File: src/include/bcm_pkg.sv
package bcm_pkg;
	// Depth of every pin synchroniser; two flops before any logic looks.
	localparam int unsigned SYNC_STAGES = 2;

	// Reset values of the registered outputs.
	localparam logic RST_TICK = 1'b0;
	localparam logic RST_STALL = 1'b0;
	localparam logic RST_READY = 1'b0;
	localparam logic RST_ACK = 1'b0;

	// Pin order inside the synchroniser vector.
	localparam int unsigned PIN_BUS_CLK = 0;
	localparam int unsigned PIN_FAST_CLK = 1;
	localparam int unsigned PIN_WAIT = 2;
	localparam int unsigned PIN_SINGLE = 3;
	localparam int unsigned PIN_SYNC = 4;
	localparam int unsigned PIN_COUNT = 5;

	typedef enum logic [1:0] {
		BCM_BUS_IDLE = 2'h0,
		BCM_BUS_ADDR = 2'h1,
		BCM_BUS_DATA = 2'h3,
		BCM_BUS_DONE = 2'h2
	} bcm_bus_state_t;

	typedef enum logic [1:0] {
		BCM_SRC_FAST = 2'h0,
		BCM_SRC_TO_BUS = 2'h1,
		BCM_SRC_BUS = 2'h3,
		BCM_SRC_TO_FAST = 2'h2
	} bcm_src_state_t;

	typedef struct packed {
		logic single_clock;
		logic sync_mode;
	} bcm_mode_t;

	typedef struct packed {
		logic valid;
		logic write;
	} bcm_req_t;
endpackage : bcm_pkg

File: src/hw/bcm_pin_sync.sv
`timescale 1ns/1ps
module bcm_pin_sync #(
	parameter int unsigned WIDTH = 1,
	parameter int unsigned STAGES = bcm_pkg::SYNC_STAGES
) (
	input wire logic clk_i,
	input wire logic rst_i,
	input wire logic [WIDTH-1:0] pin_i,
	output logic [WIDTH-1:0] level_o,
	output logic [WIDTH-1:0] rise_o
);
	if (STAGES < 2 || WIDTH < 1) begin : g_bad_cfg
		$error("bcm_pin_sync needs at least two stages and one pin");
	end

	logic [WIDTH-1:0] stage_r [STAGES];
	logic [WIDTH-1:0] stage_nxt [STAGES];
	logic [WIDTH-1:0] last_r;
	logic [WIDTH-1:0] last_nxt;

	// Only the last stage is looked at; the first one may be metastable.
	always_comb begin
		stage_nxt[0] = pin_i;
		for (int i = 1; i < STAGES; i++) begin
			stage_nxt[i] = stage_r[i-1];
		end
		last_nxt = stage_r[STAGES-1];
	end

	// The stages follow the pins through reset and the edge memory is held high there,
	// so a clock pin that happens to be high when reset ends gives no false edge.
	always_ff @(posedge clk_i) begin
		stage_r <= stage_nxt;
		if (rst_i) begin
			last_r <= '1;
		end else begin
			last_r <= last_nxt;
		end
	end

	assign level_o = stage_r[STAGES-1];
	assign rise_o = stage_r[STAGES-1] & ~last_r;
endmodule : bcm_pin_sync

File: src/hw/bcm_clock_ctrl.sv
`timescale 1ns/1ps
// Function
// - Single-clock: bus clock drives core, cache, bus.
// - Single-clock ignores fast clock and sub-mode select.
// - Wait stretches access by whole bus cycles.
// - Core sees every bus cycle despite wait.
// - Only buffered writes overlap core execution.
// - Reads stall the core until bus completes.
// - Dual-clock: bus from bus clock, core fast.
// - Dual-clock accepts wait or stretched bus phases.
// - Sub-mode select: high synchronous, low asynchronous.
// - Asynchronous switch costs up to one destination period.
// - Fully static; clocks may halt indefinitely.
module bcm_clock_ctrl (
	input wire logic CORE_CLK_I,
	input wire logic RST_I,
	input wire logic BUS_CLK_I,
	input wire logic FAST_CORE_CLOCK_I,
	input wire logic SINGLE_CLOCK_SELECT_I,
	input wire logic SYNC_ASYNC_SELECT_I,
	input wire logic BUS_WAIT_I,
	input wire logic REQ_VALID_I,
	input wire logic REQ_WRITE_I,
	output logic REQ_READY_O,
	output logic REQ_ACK_O,
	output logic CORE_STALL_O,
	output logic CORE_TICK_O,
	output logic BUS_TICK_O,
	output logic BUS_BUSY_O,
	output logic CORE_ON_BUS_CLK_O,
	output logic SINGLE_MODE_O
);
	logic [bcm_pkg::PIN_COUNT-1:0] pin_lvl;
	logic [bcm_pkg::PIN_COUNT-1:0] pin_rise;

	// All five pins belong to other clock domains and pass the synchroniser.
	bcm_pin_sync #(
		.WIDTH(bcm_pkg::PIN_COUNT),
		.STAGES(bcm_pkg::SYNC_STAGES)
	) u_pins (
		.clk_i(CORE_CLK_I),
		.rst_i(RST_I),
		.pin_i({SYNC_ASYNC_SELECT_I, SINGLE_CLOCK_SELECT_I, BUS_WAIT_I, FAST_CORE_CLOCK_I, BUS_CLK_I}),
		.level_o(pin_lvl),
		.rise_o(pin_rise)
	);

	bcm_pkg::bcm_mode_t mode;
	bcm_pkg::bcm_req_t req;
	logic bus_edge;
	logic fast_edge;
	logic wait_lvl;

	always_comb begin
		mode.single_clock = pin_lvl[bcm_pkg::PIN_SINGLE];
		// The sub-mode select has no meaning with one clock.
		mode.sync_mode = pin_lvl[bcm_pkg::PIN_SYNC] & ~pin_lvl[bcm_pkg::PIN_SINGLE];
		req.valid = REQ_VALID_I;
		req.write = REQ_WRITE_I;
		bus_edge = pin_rise[bcm_pkg::PIN_BUS_CLK];
		fast_edge = pin_rise[bcm_pkg::PIN_FAST_CLK] & ~mode.single_clock;
		// Wait settles while the bus clock is low, so it is stable at the rising edge.
		wait_lvl = pin_lvl[bcm_pkg::PIN_WAIT];
	end

	// Bus access sequencer: address cycle, then memory cycle stretched by wait.
	bcm_pkg::bcm_bus_state_t bus_r, bus_nxt;
	logic write_r, write_nxt;
	logic ready_r, ready_nxt;
	logic ack_r, ack_nxt;
	logic stall_r, stall_nxt;
	logic bus_tick_r, bus_tick_nxt;

	always_comb begin
		bus_nxt = bus_r;
		write_nxt = write_r;
		ready_nxt = 1'b0;
		ack_nxt = 1'b0;
		stall_nxt = stall_r;
		// The bus tick marks only bus edges not held by wait; the address cycle advances on any bus edge.
		bus_tick_nxt = bus_edge & ~wait_lvl;
		unique case (bus_r)
			bcm_pkg::BCM_BUS_IDLE: begin
				ready_nxt = 1'b1;
				if (req.valid && ready_r) begin
					ready_nxt = 1'b0;
					write_nxt = req.write;
					bus_nxt = bcm_pkg::BCM_BUS_ADDR;
					// A buffered write is taken at once and the core runs on.
					ack_nxt = req.write;
					// A read holds the core until its data returns.
					stall_nxt = ~req.write;
				end
			end
			bcm_pkg::BCM_BUS_ADDR: begin
				if (bus_edge) begin
					bus_nxt = bcm_pkg::BCM_BUS_DATA;
				end
			end
			bcm_pkg::BCM_BUS_DATA: begin
				// Each edge with wait high adds exactly one whole bus cycle.
				if (bus_edge && !wait_lvl) begin
					bus_nxt = bcm_pkg::BCM_BUS_DONE;
				end
			end
			bcm_pkg::BCM_BUS_DONE: begin
				bus_nxt = bcm_pkg::BCM_BUS_IDLE;
				ack_nxt = ~write_r;
				stall_nxt = 1'b0;
			end
		endcase
	end

	always_ff @(posedge CORE_CLK_I) begin
		if (RST_I) begin
			bus_r <= bcm_pkg::BCM_BUS_IDLE;
			write_r <= 1'b0;
			ready_r <= bcm_pkg::RST_READY;
			ack_r <= bcm_pkg::RST_ACK;
			stall_r <= bcm_pkg::RST_STALL;
			bus_tick_r <= bcm_pkg::RST_TICK;
		end else begin
			bus_r <= bus_nxt;
			write_r <= write_nxt;
			ready_r <= ready_nxt;
			ack_r <= ack_nxt;
			stall_r <= stall_nxt;
			bus_tick_r <= bus_tick_nxt;
		end
	end

	// Core clock source. In single-clock mode or while a read waits the core follows
	// the bus clock, otherwise the fast clock. Handover in asynchronous mode waits for the
	// synchronised edge of the destination clock, so no tick is ever cut short.
	bcm_pkg::bcm_src_state_t src_r, src_nxt;
	logic core_tick_r, core_tick_nxt;
	logic want_bus;

	always_comb begin
		src_nxt = src_r;
		core_tick_nxt = 1'b0;
		want_bus = stall_r;
		if (mode.single_clock) begin
			// One clock runs everything, wait or not.
			src_nxt = bcm_pkg::BCM_SRC_BUS;
			core_tick_nxt = bus_edge;
		end else begin
			unique case (src_r)
				bcm_pkg::BCM_SRC_FAST: begin
					core_tick_nxt = fast_edge;
					if (want_bus) begin
						// Synchronous clocks need no resync penalty.
						src_nxt = mode.sync_mode ? bcm_pkg::BCM_SRC_BUS : bcm_pkg::BCM_SRC_TO_BUS;
					end
				end
				bcm_pkg::BCM_SRC_TO_BUS: begin
					// Delay of zero to one bus period.
					if (bus_edge) begin
						src_nxt = bcm_pkg::BCM_SRC_BUS;
						core_tick_nxt = 1'b1;
					end
				end
				bcm_pkg::BCM_SRC_BUS: begin
					core_tick_nxt = bus_edge;
					if (!want_bus) begin
						src_nxt = mode.sync_mode ? bcm_pkg::BCM_SRC_FAST : bcm_pkg::BCM_SRC_TO_FAST;
					end
				end
				bcm_pkg::BCM_SRC_TO_FAST: begin
					// Delay of zero to one fast period.
					if (fast_edge) begin
						src_nxt = bcm_pkg::BCM_SRC_FAST;
						core_tick_nxt = 1'b1;
					end
				end
			endcase
		end
	end

	// The handover states move only on seen edges and never time out, so halted clocks
	// freeze everything intact.
	always_ff @(posedge CORE_CLK_I) begin
		if (RST_I) begin
			src_r <= bcm_pkg::BCM_SRC_FAST;
			core_tick_r <= bcm_pkg::RST_TICK;
		end else begin
			src_r <= src_nxt;
			core_tick_r <= core_tick_nxt;
		end
	end

	logic busy_r, busy_nxt;
	logic on_bus_r, on_bus_nxt;
	logic single_r, single_nxt;

	always_comb begin
		busy_nxt = (bus_nxt != bcm_pkg::BCM_BUS_IDLE);
		on_bus_nxt = (src_nxt == bcm_pkg::BCM_SRC_BUS);
		single_nxt = mode.single_clock;
	end

	always_ff @(posedge CORE_CLK_I) begin
		if (RST_I) begin
			busy_r <= 1'b0;
			on_bus_r <= 1'b0;
			single_r <= 1'b0;
		end else begin
			busy_r <= busy_nxt;
			on_bus_r <= on_bus_nxt;
			single_r <= single_nxt;
		end
	end

	assign REQ_READY_O = ready_r;
	assign REQ_ACK_O = ack_r;
	assign CORE_STALL_O = stall_r;
	assign CORE_TICK_O = core_tick_r;
	assign BUS_TICK_O = bus_tick_r;
	assign BUS_BUSY_O = busy_r;
	assign CORE_ON_BUS_CLK_O = on_bus_r;
	assign SINGLE_MODE_O = single_r;
endmodule : bcm_clock_ctrl

File: config.mk
export PLATFORM = sky130hd
export DESIGN_NAME = bcm_clock_ctrl
export DESIGN_NICKNAME = d
export VERILOG_FILES = /design/src/include/bcm_pkg.sv /design/src/hw/bcm_pin_sync.sv /design/src/hw/bcm_clock_ctrl.sv
export SDC_FILE = /design/constraint.sdc
export NUM_CORES = 1
export LEC_CHECK = 0
export BUFFER_PORTS_ARGS = -buffer_cell sky130_fd_sc_hd__buf_4
export CORE_ASPECT_RATIO = 0.9
export CORE_MARGIN = 4
export CORE_UTILIZATION = 45
export CTS_CLUSTER_DIAMETER = 200
export DETAILED_ROUTE_END_ITERATION = 10
export GPL_TIMING_DRIVEN = 0
export PLACE_DENSITY = 0.71
export SYNTH_ARGS = -nofsm -noshare
export SYNTH_HDL_FRONTEND = slang
export SYNTH_SLANG_ARGS = --single-unit
File: constraint.sdc
create_clock -name CORE_CLK_I -period 1.1 [get_ports CORE_CLK_I]
set_input_delay 0.11 -clock CORE_CLK_I [delete_from_list [all_inputs] [get_ports CORE_CLK_I]]
set_output_delay 0.11 -clock CORE_CLK_I [all_outputs]
set_load 0.02 [all_outputs]
==> results.sh <==
export IMPL_clock_root_buffer="clkbuf_4"
export IMPL_place_ws_ps=-74.8
export IMPL_finalNonFillerCells=116
export IMPL_clk_latency_ps=310
export IMPL_rsz0062_at_grt="yes"
export IMPL_netlist_area_um2=792
export IMPL_wl_per_cell_um=10.7
export IMPL_cts_buffer_depth=2
export IMPL_htreeDepth=1
export IMPL_arrival_ps=1340
export IMPL_slew_headroom_pct=70.7
export IMPL_drc=0
export IMPL_cp_cell_sequence="nor2b_1 > a2111oi_4 > a221oi_2"
export IMPL_synth_most_common_cell="dfxtp_1"
export IMPL_cp_startpoint="src_r[1]"
export IMPL_ys_seq_area_share_pct=63.2
export IMPL_vias=555
export IMPL_cp_slowest_cell="a2111oi_4"
export IMPL_fin_total_pwr_uw=1540
export IMPL_powerDensity_nw_per_um2=1490
export IMPL_ys_seq_elements=25
export IMPL_dieArea_um2=2500
export IMPL_violations="setup timing"
export IMPL_drt_iter0_drc=14
export IMPL_skew_ps=5.37
export IMPL_min_path_type="in -> reg"
export IMPL_cap_violations=0
export IMPL_tightest_slew_ps=439
export IMPL_synth_edf_count=0
export IMPL_synthTopCellsByArea="dfxtp_1 (63%), nand2b_1 (3.9%), a21oi_1 (3.8%), a2111oi_4 (3.5%), a221oi_2 (1.9%)"
export IMPL_ys_async_sr_fraction_pct=0
export IMPL_nets=102
export IMPL_dp_hpwl_um=870
export IMPL_ys_top_cells_by_count="dfxtp_1 (25), a21oi_1 (6), nand2b_1 (5), nor2_1 (4)"
export IMPL_synth_top_area_share_pct=63.2
export IMPL_avgViaCountPerCell=4.78
export IMPL_diodes=0
export IMPL_grt_pass1_wl_mm=1.99
export IMPL_ys_types=26
export IMPL_clkTransAtPathRegs_ps=120
export IMPL_hold_viol=0
export IMPL_start_util_pct=47.6
export IMPL_dpl_cell_count=106
export IMPL_synth_cells=66
export IMPL_grt_start_max_net_pins=15
export IMPL_critPathLaunchType="register"
export IMPL_fin_crit_sh_pct=105
export IMPL_numPortBuffers=16
export IMPL_finalCriticalPeriod_ps=1150
export IMPL_crit_required_ps=1290
export IMPL_worstSetupPathType="reg -> reg"
export IMPL_syn_avg_cell_area_um2=12.0
export IMPL_firstDrtPassIters=4
export IMPL_slowest_delay_ps=390
export IMPL_core_area_um2=1660
export IMPL_drive_gt1_share_pct=33.7
export IMPL_slew_violations=0
export IMPL_fmax_ghz=0.868
export IMPL_endpoint_kind="register"
export IMPL_drt_wl_total_mm=1.24
export IMPL_synth_area_leader_cell="dfxtp_1"
export IMPL_placementRows=14
export IMPL_setup_slack_ps=-51.9
export IMPL_grt_usage_pct=11.5
export IMPL_reg2reg_from="src_r[1]"
export IMPL_synth_ff_type="dfxtp_1"
export IMPL_yosys_warnings=0
export IMPL_syn_to_final_growth_pct=30.5
export IMPL_die_x_um=52.2
export IMPL_p_leak_uw=0.000421
export IMPL_final_antenna_net_count=0
export IMPL_grt_pass1_vias=471
export IMPL_setup_viol=2
export IMPL_die_h_um=47.8
export IMPL_cts_sinks=25
export IMPL_worst_path_max_fanout=6
export IMPL_grt_remaining_overflow=0
export IMPL_status="finished with violations"
export IMPL_antenna_found_initial=0
export IMPL_synth_nets=75
export IMPL_cts_tree="built"
export IMPL_gp_congestion=0.739
export IMPL_min_from="REQ_VALID_I"
export IMPL_fin_setup_tns_ps=-85.7
export IMPL_num_io_pins=17
export IMPL_ir_drop_mv=1.22
export IMPL_cts_inserted_buffers=3
## metrics by stage
| stage | hold WS (ps) | utilization [%] | instance area (um^2) |
|---|---|---|---|
| 6_report | 14.2 | 62.1 | 1030 |
| 3_3_place_gp | 215 | 56.6 | 942 |
| 5_1_grt | 6.09 | 62.1 | 1030 |
| 2_1_floorplan | 138 | - | 792 |
| 3_5_place_dp | 216 | 56.6 | 942 |
| 4_1_cts | 13.4 | 62.0 | 1030 |
## cell usage in the layout (no fill, tap or decap), types with 2 or more instances in the layout
cell type,instances
nor2b_1,2
a21oi_1,6
or2_2,2
dlygate4sd3_1,6
buf_4,16
inv_1,2
dfxtp_2,3
clkbuf_4,3
nor2_1,4
nand2b_1,5
nand2_1,2
dfxtp_1,22
## flip-flops by register name, indices dropped and copies added (netlist names)
signal             flops
u_pins.level_o         5
CORE_STALL_O           1
REQ_ACK_O              1
SINGLE_MODE_O          1
src_r                  2
CORE_TICK_O            1
BUS_BUSY_O             1
CORE_ON_BUS_CLK_O      1
u_pins.stage_nxt       5
u_pins.last_r          2
BUS_TICK_O             1
bus_r                  2
REQ_READY_O            1
write_r                1
## metal layers
metal | share of wire, % | GRT usage [%]
met3 | 8.5 | 5.61
met1 | 42 | 12.5
met4 | 1.5 | 6.12
met5 | 0 | 0
met2 | 48 | 19.0
## cell type report
cell class                 count  area [um^2]
buffer                         1         3.75
clock buffer                   3         22.5
clock inverter                 1         5.00
fill                         150          631
inverter                       2         7.51
multi-input combinational     38          280
sequential                    25          504
tap                           24         30.0
timing repair buffer          22          180
## worst max-delay path, delay by kind of cell (launching register included)
kind / cells / cell delay (ps)
compound gates: 2 / 510
flops: 1 / 360
simple gates: 1 / 160
## power breakdown
| group | internal [uW] | switching, uW | leakage (uW) |
|---|---|---|---|
| clock | 136 | 246 | 0.0000177 |
| combinational | 97.5 | 75.1 | 0.000195 |
| sequential | 958 | 31.4 | 0.000209 |
## repair_timing
action | in CTS | in global routing
gates resized for setup | 2 | 1
cloned | 0 | 0
pin swaps | 1 | 0
endpoints found under the setup margin | 2 | 3
hold buffers | 6 | 0
hold endpoints to repair | 6 | 0
setup buffers | 0 | 0
## final timing paths
check                                    endpoint  slack, ps  cells after the start
worst max-delay path            CORE_ON_BUS_CLK_O        -50                      3
worst min-delay path                  REQ_READY_O         10                      2
worst max register to register  CORE_ON_BUS_CLK_O        -50                      3
worst min register to register  u_pins.level_o[4]        340                      0
## cells by family after synthesis
| kind of cell | after synthesis | synth area share [%] |
|---|---|---|
| buffers and inverters | 3 | 1.42 |
| AO/OA/AOI/OAI | 14 | 14.7 |
| AND/OR/NAND/NOR | 23 | 19.4 |
| multiplexers | 1 | 1.26 |
| flip-flops | 25 | 63.2 |
(Power assumes the default switching activity.)
